**config.mk**
```make
export PLATFORM = sky130hd
export DESIGN_NAME = sensor_dsp_readout_diag
export DESIGN_NICKNAME = d
export VERILOG_FILES = /design/src/design/sensor_dsp_readout_diag.v
export VERILOG_INCLUDE_DIRS = /design/src /design/src/design
export SDC_FILE = /design/constraint.sdc
export NUM_CORES = 2
export LEC_CHECK = 0
export BUFFER_PORTS_ARGS = -buffer_cell sky130_fd_sc_hd__buf_2
export CAP_MARGIN = 20
export CORE_ASPECT_RATIO = 0.5
export CORE_MARGIN = 3
export CORE_UTILIZATION = 55
export DETAILED_ROUTE_END_ITERATION = 16
export GPL_ROUTABILITY_DRIVEN = 0
export HOLD_SLACK_MARGIN = 0.12
export PLACE_DENSITY = 0.72
export SYNTH_ARGS = -nofsm -noshare
export SYNTH_HDL_FRONTEND = slang
export SYNTH_SLANG_ARGS = --single-unit
```
**constraint.sdc**
```tcl
create_clock -name clk_sys -period 63.9 [get_ports clk_sys]
set_input_delay 6.39 -clock clk_sys [delete_from_list [all_inputs] [get_ports clk_sys]]
set_output_delay 6.39 -clock clk_sys [all_outputs]
set_load 0.01 [all_outputs]
```
**src/design/sensor_readout_map.vh**
```
`ifndef SENSOR_READOUT_MAP_VH
`define SENSOR_READOUT_MAP_VH

// register indices on the pin link (7-bit address field)
`define IDX_TEMPERATURE 7'h00
`define IDX_RAW_FIELD 7'h01
`define IDX_FACTORY_COMP 7'h02
`define IDX_CUSTOMER_COMP 7'h03
`define IDX_LINEARIZED 7'h04
`define IDX_SCALED_OUT 7'h05
`define IDX_CONVERTER_WORD 7'h06
`define IDX_PROD_INFO_A 7'h07
`define IDX_PROD_INFO_B 7'h08
`define IDX_SELF_TEST 7'h09
`define IDX_PROG_STATUS 7'h0A
// writable parameters: setup, then five coefficients
`define IDX_PARAM_BASE 7'h10
`define IDX_PARAM_LAST 7'h15

// self-test status bit positions
`define SELF_FSM_BIT 5
`define SELF_NVM_BIT 4
`define SELF_ROM_BIT 3
`define SELF_OVF_BIT 2

// programming status bit positions
`define PROG_PUMP_BIT 10
`define PROG_SUPPLY_BIT 9
`define PROG_NVRAM_BIT 8

// setup word fields
`define SETUP_LOCK_BIT 0
`define SETUP_RANGE_HI 14
`define SETUP_RANGE_LO 12

// reset values
`define SETUP_RESET 16'h1000
`define GAIN_CONST_RESET 16'h7FFF
`define COEFF_RESET 16'h0000
`define SNAP_RESET 16'h0000

// command frame layout
`define CMD_BITS 24
`define CMD_WRITE_BIT 23
`define CMD_ADDR_HI 22
`define CMD_ADDR_LO 16
`define READ_REPLY_BITS 5'h11
`define ACK_REPLY_BITS 5'h02
`define REFUSE_REPLY_BITS 5'h04

// link timing
`define CLK_FREQ_KHZ 10000
`define BIT_TIME_NS 10000

`endif

```
**src/design/sensor_dsp_readout_diag.v**
```verilog
// What this block does
// RULE_01: set lock forbids all later parameter programming
// RULE_02: pin command triggers access, digital reply, analog off
// RULE_03: device is selected only through its own pin
// RULE_04: snapshots read-only, parameters writable, steer processing
// RULE_05: temperature reading is signed 16-bit word
// RULE_06: raw field after range select, uncompensated, signed
// RULE_07: factory-compensated field as signed 16-bit word
// RULE_08: customer gain quadratic, offset linear in temperature
// RULE_09: linearized field after sixteen-point stage
// RULE_10: scaled output field after output gain/offset
// RULE_11: final output word also drives converter
// RULE_12: two production info words, read-only
// RULE_13: self-test status, bits 15:6 and 1:0 reserved
// RULE_14: bit 5 flags state-machine self-test failure
// RULE_15: bit 4 flags power-up memory self-test failure
// RULE_16: bit 3 flags program-memory parity error
// RULE_17: bit 2 flags factory compensation overflow
// RULE_18: programmer verifies each write by status/second ack
// RULE_19: prog status bit 10 low programming voltage
// RULE_20: prog status bit 9 low supply during program
// RULE_21: prog status bit 8 setup storage write failed
// RULE_22: prog status bits 7:0 carry programming details
// RULE_23: raw field saturates instead of wrapping
// RULE_24: 3-bit setup field picks 16 of 22 bits
// RULE_25: error flags sticky until power-up, reads harmless
// RULE_26: snapshots update together once per cycle
`timescale 1ns/10ps
`include "sensor_readout_map.vh"

module sensor_dsp_readout_diag #(
  parameter [15:0] PROD_INFO_A = 16'h1234, // arbitrary value
  parameter [15:0] PROD_INFO_B = 16'h5678  // arbitrary value
) (
  input wire clk_sys,
  input wire rst_b,
  input wire pin_in,
  output wire pin_out,
  output reg pin_oe,
  output reg analog_enable,
  output wire [15:0] dac_word,
  input wire sample_valid,
  input wire [15:0] temperature_in,
  input wire [21:0] decimated_field_in,
  input wire [15:0] factory_field_in,
  input wire factory_overflow_in,
  input wire [15:0] linearized_in,
  input wire [15:0] scaled_in,
  input wire [15:0] final_in,
  input wire fsm_selftest_fail,
  input wire nvm_selftest_done,
  input wire nvm_selftest_fail,
  input wire rom_parity_error,
  input wire nvm_lock_stored,
  output reg nvm_prog_start,
  output reg [2:0] nvm_prog_index,
  output reg [15:0] nvm_prog_data,
  input wire nvm_prog_done,
  input wire nvm_pump_low,
  input wire nvm_supply_low,
  input wire nvm_write_fail,
  input wire [7:0] nvm_prog_result,
  output wire [15:0] setup_word,
  output wire [15:0] gain_coeff_const,
  output wire [15:0] gain_coeff_linear,
  output wire [15:0] gain_coeff_square,
  output wire [15:0] offset_coeff_const,
  output wire [15:0] offset_coeff_linear
);

  localparam integer BIT_CYCLES =
    (`BIT_TIME_NS * `CLK_FREQ_KHZ) / 1000000;
  localparam integer HALF_CYCLES = BIT_CYCLES / 2;

  localparam [2:0] ST_IDLE = 3'h0;
  localparam [2:0] ST_START = 3'h1;
  localparam [2:0] ST_RECV = 3'h2;
  localparam [2:0] ST_EXEC = 3'h3;
  localparam [2:0] ST_REPLY = 3'h4;
  localparam [2:0] ST_PROG = 3'h5;

  reg [15:0] snap [0:6];
  reg [15:0] param [0:5];
  reg self_fsm, self_nvm, self_rom, self_ovf;
  reg prog_pump, prog_supply, prog_nvram;
  reg [7:0] prog_detail;
  reg line_s1, line_s2, line_prev;
  reg [2:0] state;
  reg [7:0] tmr;
  reg [4:0] bit_cnt;
  reg [4:0] tx_len;
  reg [`CMD_BITS-1:0] rx_shift;
  reg [16:0] tx_shift;
  reg then_prog;
  reg [15:0] read_data;
  reg commit;

  wire locked = param[0][`SETUP_LOCK_BIT];
  wire cmd_write = rx_shift[`CMD_WRITE_BIT];
  wire [6:0] cmd_addr = rx_shift[`CMD_ADDR_HI:`CMD_ADDR_LO];
  wire [15:0] cmd_data = rx_shift[15:0];
  wire [6:0] param_off = cmd_addr - `IDX_PARAM_BASE;
  wire is_param = (cmd_addr >= `IDX_PARAM_BASE) &&
                  (cmd_addr <= `IDX_PARAM_LAST);
  wire bit_end = (tmr == BIT_CYCLES - 1);

  assign pin_out = tx_shift[16];
  assign dac_word = snap[6]; // [RULE_11]
  assign setup_word = param[0];
  assign gain_coeff_const = param[1];
  assign gain_coeff_linear = param[2];
  assign gain_coeff_square = param[3];
  assign offset_coeff_const = param[4];
  assign offset_coeff_linear = param[5];

  // range window: setting n keeps bits 22-n down to 7-n
  wire [2:0] range_sel = param[0][`SETUP_RANGE_HI:`SETUP_RANGE_LO];
  wire [2:0] shift_lo = 3'h7 - range_sel; // [RULE_24]
  wire signed [21:0] decim_s = decimated_field_in;
  wire signed [21:0] shifted = decim_s >>> shift_lo;
  wire fits = (shifted[21:15] == {7{shifted[15]}});
  // clamp rather than wrap so sign survives an over-range field
  wire [15:0] raw_field = fits ? shifted[15:0] :
    (shifted[21] ? 16'h8000 : 16'h7FFF); // [RULE_23] [RULE_06]

  // customer compensation in Q15: gain quadratic, offset linear in temp
  wire signed [15:0] tmp = temperature_in;
  wire signed [15:0] fac = factory_field_in;
  wire signed [15:0] gc0 = param[1];
  wire signed [15:0] gc1 = param[2];
  wire signed [15:0] gc2 = param[3];
  wire signed [15:0] oc0 = param[4];
  wire signed [15:0] oc1 = param[5];
  wire signed [31:0] t_sq = tmp * tmp;
  wire signed [15:0] t_sq_q = t_sq[30] ? 16'h7FFF : t_sq[30:15];
  wire signed [31:0] g1_p = gc1 * tmp;
  wire signed [31:0] g2_p = gc2 * t_sq_q;
  wire signed [31:0] o1_p = oc1 * tmp;
  wire signed [17:0] g0_x = {{2{gc0[15]}}, gc0};
  wire signed [17:0] g1_x = {g1_p[31], g1_p[31:15]};
  wire signed [17:0] g2_x = {g2_p[31], g2_p[31:15]};
  wire signed [17:0] gain = g0_x + g1_x + g2_x; // [RULE_08]
  wire signed [17:0] o0_x = {{2{oc0[15]}}, oc0};
  wire signed [17:0] o1_x = {o1_p[31], o1_p[31:15]};
  wire signed [17:0] offs = o0_x + o1_x; // [RULE_08]
  wire signed [33:0] fg = fac * gain;
  wire signed [19:0] fg_x = {fg[33], fg[33:15]}; // keep sign of product
  wire signed [19:0] offs_x = {{2{offs[17]}}, offs};
  wire signed [19:0] cust_sum = fg_x + offs_x;
  wire cust_fits = (cust_sum[19:15] == {5{cust_sum[15]}});
  wire [15:0] cust_field = cust_fits ? cust_sum[15:0] :
    (cust_sum[19] ? 16'h8000 : 16'h7FFF);

  // pin synchroniser; only line_s2 and later stages feed logic
  always @(posedge clk_sys) begin
    if (!rst_b) begin
      line_s1 <= 1'b1;
      line_s2 <= 1'b1;
      line_prev <= 1'b1;
    end else begin
      line_s1 <= pin_in;
      line_s2 <= line_s1;
      line_prev <= line_s2;
    end
  end

  // all snapshots load on the same strobe, never piecemeal
  always @(posedge clk_sys) begin
    if (!rst_b) begin
      snap[0] <= `SNAP_RESET;
      snap[1] <= `SNAP_RESET;
      snap[2] <= `SNAP_RESET;
      snap[3] <= `SNAP_RESET;
      snap[4] <= `SNAP_RESET;
      snap[5] <= `SNAP_RESET;
      snap[6] <= `SNAP_RESET;
    end else if (sample_valid) begin // [RULE_26]
      snap[0] <= temperature_in; // [RULE_05]
      snap[1] <= raw_field; // [RULE_06]
      snap[2] <= factory_field_in; // [RULE_07]
      snap[3] <= cust_field; // [RULE_08]
      snap[4] <= linearized_in; // [RULE_09]
      snap[5] <= scaled_in; // [RULE_10]
      snap[6] <= final_in; // [RULE_11]
    end
  end

  // parameter storage, one entry per index; lock bit only ever sets
  genvar gi;
  generate
    for (gi = 0; gi < 6; gi = gi + 1) begin : g_param
      always @(posedge clk_sys) begin
        if (!rst_b) begin
          param[gi] <= (gi == 0) ? `SETUP_RESET :
                       (gi == 1) ? `GAIN_CONST_RESET : `COEFF_RESET;
        end else if (commit && nvm_prog_index == gi) begin // [RULE_04]
          if (gi == 0) begin
            param[gi] <= nvm_prog_data | (param[gi] & 16'h0001); // [RULE_01]
          end else begin
            param[gi] <= nvm_prog_data;
          end
        end else if (gi == 0 && nvm_lock_stored) begin
          param[gi] <= param[gi] | 16'h0001; // [RULE_01]
        end
      end
    end
  endgenerate

  // sticky error flags, cleared only by power-up reset
  always @(posedge clk_sys) begin
    if (!rst_b) begin
      self_fsm <= 1'b0;
      self_nvm <= 1'b0;
      self_rom <= 1'b0;
      self_ovf <= 1'b0;
      prog_pump <= 1'b0;
      prog_supply <= 1'b0;
      prog_nvram <= 1'b0;
      prog_detail <= 8'h00;
    end else begin
      if (fsm_selftest_fail)
        self_fsm <= 1'b1; // [RULE_14] [RULE_25]
      if (nvm_selftest_done && nvm_selftest_fail)
        self_nvm <= 1'b1; // [RULE_15]
      if (rom_parity_error)
        self_rom <= 1'b1; // [RULE_16]
      if (sample_valid && factory_overflow_in)
        self_ovf <= 1'b1; // [RULE_17]
      if (state == ST_PROG && nvm_prog_done) begin
        if (nvm_pump_low)
          prog_pump <= 1'b1; // [RULE_19]
        if (nvm_supply_low)
          prog_supply <= 1'b1; // [RULE_20]
        if (nvm_write_fail)
          prog_nvram <= 1'b1; // [RULE_21]
        prog_detail <= nvm_prog_result; // [RULE_22]
      end
    end
  end

  // read mux; reserved bits return zero and reading changes nothing
  always @* begin
    case (cmd_addr)
      `IDX_TEMPERATURE: read_data = snap[0];
      `IDX_RAW_FIELD: read_data = snap[1];
      `IDX_FACTORY_COMP: read_data = snap[2];
      `IDX_CUSTOMER_COMP: read_data = snap[3];
      `IDX_LINEARIZED: read_data = snap[4];
      `IDX_SCALED_OUT: read_data = snap[5];
      `IDX_CONVERTER_WORD: read_data = snap[6];
      `IDX_PROD_INFO_A: read_data = PROD_INFO_A; // [RULE_12]
      `IDX_PROD_INFO_B: read_data = PROD_INFO_B; // [RULE_12]
      `IDX_SELF_TEST: read_data = {10'h000, self_fsm, self_nvm,
        self_rom, self_ovf, 2'h0}; // [RULE_13] [RULE_25]
      `IDX_PROG_STATUS: read_data = {5'h00, prog_pump, prog_supply,
        prog_nvram, prog_detail};
      default: read_data = is_param ? param[param_off[2:0]] : 16'h0000;
    endcase
  end

  // link engine: each device hears only frames on its own pin, so
  // no address of the device itself is carried in the frame
  always @(posedge clk_sys) begin
    if (!rst_b) begin
      state <= ST_IDLE;
      tmr <= 8'h00;
      bit_cnt <= 5'h00;
      tx_len <= 5'h00;
      rx_shift <= {`CMD_BITS{1'b0}};
      tx_shift <= 17'h1FFFF;
      then_prog <= 1'b0;
      pin_oe <= 1'b0;
      analog_enable <= 1'b1;
      nvm_prog_start <= 1'b0;
      nvm_prog_index <= 3'h0;
      nvm_prog_data <= 16'h0000;
      commit <= 1'b0;
    end else begin
      nvm_prog_start <= 1'b0;
      commit <= 1'b0;
      tmr <= tmr + 8'h01;
      case (state)
        ST_IDLE: begin
          tmr <= 8'h00;
          if (line_prev && !line_s2) begin // [RULE_03]
            state <= ST_START;
            analog_enable <= 1'b0; // [RULE_02]
          end
        end
        ST_START: begin
          // recheck at mid-bit so a short glitch is dropped
          if (tmr == HALF_CYCLES - 1) begin
            tmr <= 8'h00;
            bit_cnt <= 5'h00;
            if (line_s2) begin
              state <= ST_IDLE;
              analog_enable <= 1'b1;
            end else begin
              state <= ST_RECV;
            end
          end
        end
        ST_RECV: begin
          if (bit_end) begin
            tmr <= 8'h00;
            rx_shift <= {rx_shift[`CMD_BITS-2:0], line_s2};
            bit_cnt <= bit_cnt + 5'h01;
            if (bit_cnt == `CMD_BITS - 1)
              state <= ST_EXEC;
          end
        end
        ST_EXEC: begin
          tmr <= 8'h00;
          bit_cnt <= 5'h00;
          state <= ST_REPLY;
          pin_oe <= 1'b1; // [RULE_02]
          if (!cmd_write) begin
            tx_shift <= {1'b0, read_data};
            tx_len <= `READ_REPLY_BITS;
            then_prog <= 1'b0;
          end else if (is_param && !locked) begin
            tx_shift <= {2'b01, 15'h7FFF};
            tx_len <= `ACK_REPLY_BITS;
            then_prog <= 1'b1;
            nvm_prog_index <= param_off[2:0];
            nvm_prog_data <= cmd_data;
          end else begin
            // refused: first ack, then a failing second ack at once
            tx_shift <= {4'h4, 13'h1FFF}; // [RULE_01] [RULE_04]
            tx_len <= `REFUSE_REPLY_BITS;
            then_prog <= 1'b0;
          end
        end
        ST_REPLY: begin
          if (bit_end) begin
            tmr <= 8'h00;
            tx_shift <= {tx_shift[15:0], 1'b1};
            bit_cnt <= bit_cnt + 5'h01;
            if (bit_cnt == tx_len - 5'h01) begin
              pin_oe <= 1'b0;
              tx_shift <= 17'h1FFFF;
              if (then_prog) begin
                state <= ST_PROG;
                nvm_prog_start <= 1'b1;
              end else begin
                state <= ST_IDLE;
                analog_enable <= 1'b1;
              end
            end
          end
        end
        ST_PROG: begin
          tmr <= 8'h00;
          bit_cnt <= 5'h00;
          if (nvm_prog_done) begin
            // second ack tells the programmer whether storage took
            commit <= !(nvm_pump_low | nvm_supply_low | nvm_write_fail);
            tx_shift <= {1'b0, !(nvm_pump_low | nvm_supply_low |
              nvm_write_fail), 15'h7FFF}; // [RULE_18]
            tx_len <= `ACK_REPLY_BITS;
            then_prog <= 1'b0;
            pin_oe <= 1'b1;
            state <= ST_REPLY;
          end
        end
        default: begin
          state <= ST_IDLE;
          pin_oe <= 1'b0;
          analog_enable <= 1'b1;
        end
      endcase
    end
  end

endmodule // sensor_dsp_readout_diag

```
==> results.sh <==
export IMPL_fin_worst_skew_ns=0.0200
export IMPL_crit_fanout=48
export IMPL_layout_drive_gt1_share_pct=7.17
export IMPL_final_common_cell="inv_1"
export IMPL_synth_distinct_cells=85
export IMPL_cts_max_level=1
export IMPL_hold_depth=1
export IMPL_fin_crit_ns=30.52
export IMPL_die_area_sq_um=119000
export IMPL_seq_area_frac_synth_pct=13.3
export IMPL_vias=45300
export IMPL_grt_max_degree=83
export IMPL_fin_area_sq_um=66800
export IMPL_ctsResizeCount=0
export IMPL_syn_num_nets=8483
export IMPL_end_kind="flip-flop"
export IMPL_r2r_cells=64
export IMPL_slew_violations=0
export IMPL_critPathMaxStageDelay_ns=0.76
export IMPL_hold_class="reg -> reg"
export IMPL_grt_first_pass_wirelength_microns=271000
export IMPL_fp_row_count=87
export IMPL_cpMostUsedCell="fa_1"
export IMPL_arrival_ns=30.79
export IMPL_dp_hpwl_microns=132000
export IMPL_grt_usage_pct=29.1
export IMPL_ctsRootBufferMaster="clkbuf_16"
export IMPL_ant_nets=0
export IMPL_multiInputGateArea_sq_um=47800
export IMPL_viasPerCell=5.49
export IMPL_yosys_warnings=0
export IMPL_synth_edf_count=208
export IMPL_period_share_pct=47.8
export IMPL_initialDrtViolationCount=3947
export IMPL_setup_tns_ns=0
export IMPL_setup_viol=0
export IMPL_fin_hold_ws_ns=0.413
export IMPL_clockBufferDepth=3
export IMPL_cts_tree="done"
export IMPL_grt_pass1_vias=47900
export IMPL_critPathKind="in -> reg"
export IMPL_syn_area_sq_um=63000
export IMPL_async_flop_share_pct=0
export IMPL_max_slew_margin_pct=22.0
export IMPL_crit_slowest_cell="or3_1"
export IMPL_remaining_drc_errors=0
export IMPL_hold_viol=0
export IMPL_nFillCells=9574
export IMPL_cap_violations=0
export IMPL_placed_area_sq_um=65900
export IMPL_cts_buffers=27
export IMPL_rsz0062_at_grt="false"
export IMPL_cp_start_kind="primary input"
export IMPL_dieHeight_microns=245
export IMPL_postSynthCellCount=6595
export IMPL_drt_wl_total_microns=167000
export IMPL_nets=8589
export IMPL_design_core_area_sq_um=113000
export IMPL_grt_antenna_before_repair=6
export IMPL_seqCellArea_sq_um=8350
export IMPL_drt_first_pass_iters=9
export IMPL_place_port_buffers=258
export IMPL_syn2layout_area_growth_pct=6.02
export IMPL_post_route_util_pct=59.0
export IMPL_wire_per_inst_microns=20.3
export IMPL_cts_setup_buffers=0
export IMPL_ys_flop_type="edfxtp_1"
export IMPL_synth_avg_cell_area_sq_um=9.55
export IMPL_initial_core_util_pct=55.7
export IMPL_holdBufCountCts=0
export IMPL_synth_seq_cells=313
export IMPL_ios=259
export IMPL_die_width_microns=485
export IMPL_crit_required_ns=64.17
export IMPL_most_common_layout_cells="inv_1 (1,559), fa_1 (1,319), nand2_1 (818), and2_1 (521), ha_1 (445)"
export IMPL_grt_remaining_overflow=0
export IMPL_fmax_mhz=32.8
export IMPL_path_clk_slew_ns=0.07
export IMPL_cts_sink_count=313
export IMPL_status="complete, no violations"
export IMPL_worstMarginPinSlew_ns=1.16
export IMPL_clk_latency_ns=0.57
state kept, by name, summed over array words and instances (netlist names), 5 cells and up, named ones only:
signal	flops
tmr	8
param	96
prog_detail	8
nvm_prog_data	16
tx_shift	17
rx_shift	24
bit_cnt	5
snap	112
per-layer routing:
metal  global-route usage, %  wire length, microns  up-vias
li1                        -                     -    20100
met1                    40.8                 69400    23000
met2                    47.0                 77600     1820
met3                    5.39                 15400      309
met4                    7.55                  4930        0
met5                       0                     0        -
cell usage after synthesis, types with 16 or more instances:
| cell type | n | area share (%) |
|---|---|---|
| a21boi_0 | 55 | 0.66 |
| mux2i_1 | 39 | 0.62 |
| xor2_1 | 59 | 0.82 |
| nand2_1 | 818 | 4.9 |
| edfxtp_1 | 208 | 9.9 |
| o21a_1 | 18 | 0.21 |
| or3_1 | 23 | 0.23 |
| nand3_1 | 64 | 0.51 |
| ha_1 | 445 | 8.8 |
| nand4_1 | 16 | 0.16 |
| xnor2_1 | 133 | 1.8 |
| nor2b_1 | 74 | 0.74 |
| nand2b_1 | 62 | 0.62 |
| inv_1 | 1559 | 9.3 |
| o21ai_0 | 80 | 0.64 |
| mux4_2 | 30 | 1.1 |
| and2_1 | 521 | 5.2 |
| nor2_1 | 170 | 1.0 |
| dfxtp_1 | 105 | 3.3 |
| fa_1 | 1319 | 42 |
| a22oi_1 | 22 | 0.26 |
| a21o_1 | 39 | 0.46 |
| o21bai_1 | 22 | 0.26 |
| a21oi_1 | 118 | 0.94 |
| clkbuf_1 | 269 | 1.6 |
| and3_1 | 83 | 0.82 |
| nor3_1 | 37 | 0.29 |
cells by family (layout without fill, tap and decap cells):
family,count (synthesis),after routing,share of synthesized area [%]
AO/OA/AOI/OAI,504,504,5.63
XOR/XNOR,193,193,2.70
adder cells (fa/ha/maj),1764,1764,50.8
buffers and inverters,1843,1970,11.0
flip-flops,313,313,13.3
multiplexers,74,74,1.78
other,0,4,0
AND/OR/NAND/NOR,1904,1904,14.9
path summary, 6_finish.rpt:
path	startpoint	endpoint	slack, ns
worst max-delay path	temperature_in[2]	snap[3][6]	33.38
worst max register to register	param[2][5]	snap[3][6]	45.61
worst min-delay path	line_s1	line_s2	0.41
worst min register to register	line_s1	line_s2	0.41
area by class of cell:
cell class / instances / share of cell area, %
clock buffers: 34 / 1.08
repair buffers: 360 / 3.09
multi-input cells: 4439 / 71.5
well taps: 1513 / 2.84
clock inverters: 16 / 0.171
flip-flops and latches: 313 / 12.5
inverters: 1560 / 8.77
diodes: 4 / 0.0150
per-stage QoR:
step                cells  setup slack (ns)
detailed placement   8182             32.64
global route         8238             31.90
CTS                  8232             33.22
finish               8239             33.38
floorplan            6595             35.43
global placement     8181             33.24
critical path: cells and delay by family:
kind,cells,cell delay (ns)
xor+xnor,4,0.84
buf+inv,15,1.85
compound gates,29,6.54
fa+ha+maj,25,11.37
simple gates,12,3.69
Power is left out: the tool's default activity adds up to more than one toggle a clock period on the data nets, which glitch-free logic cannot reach.
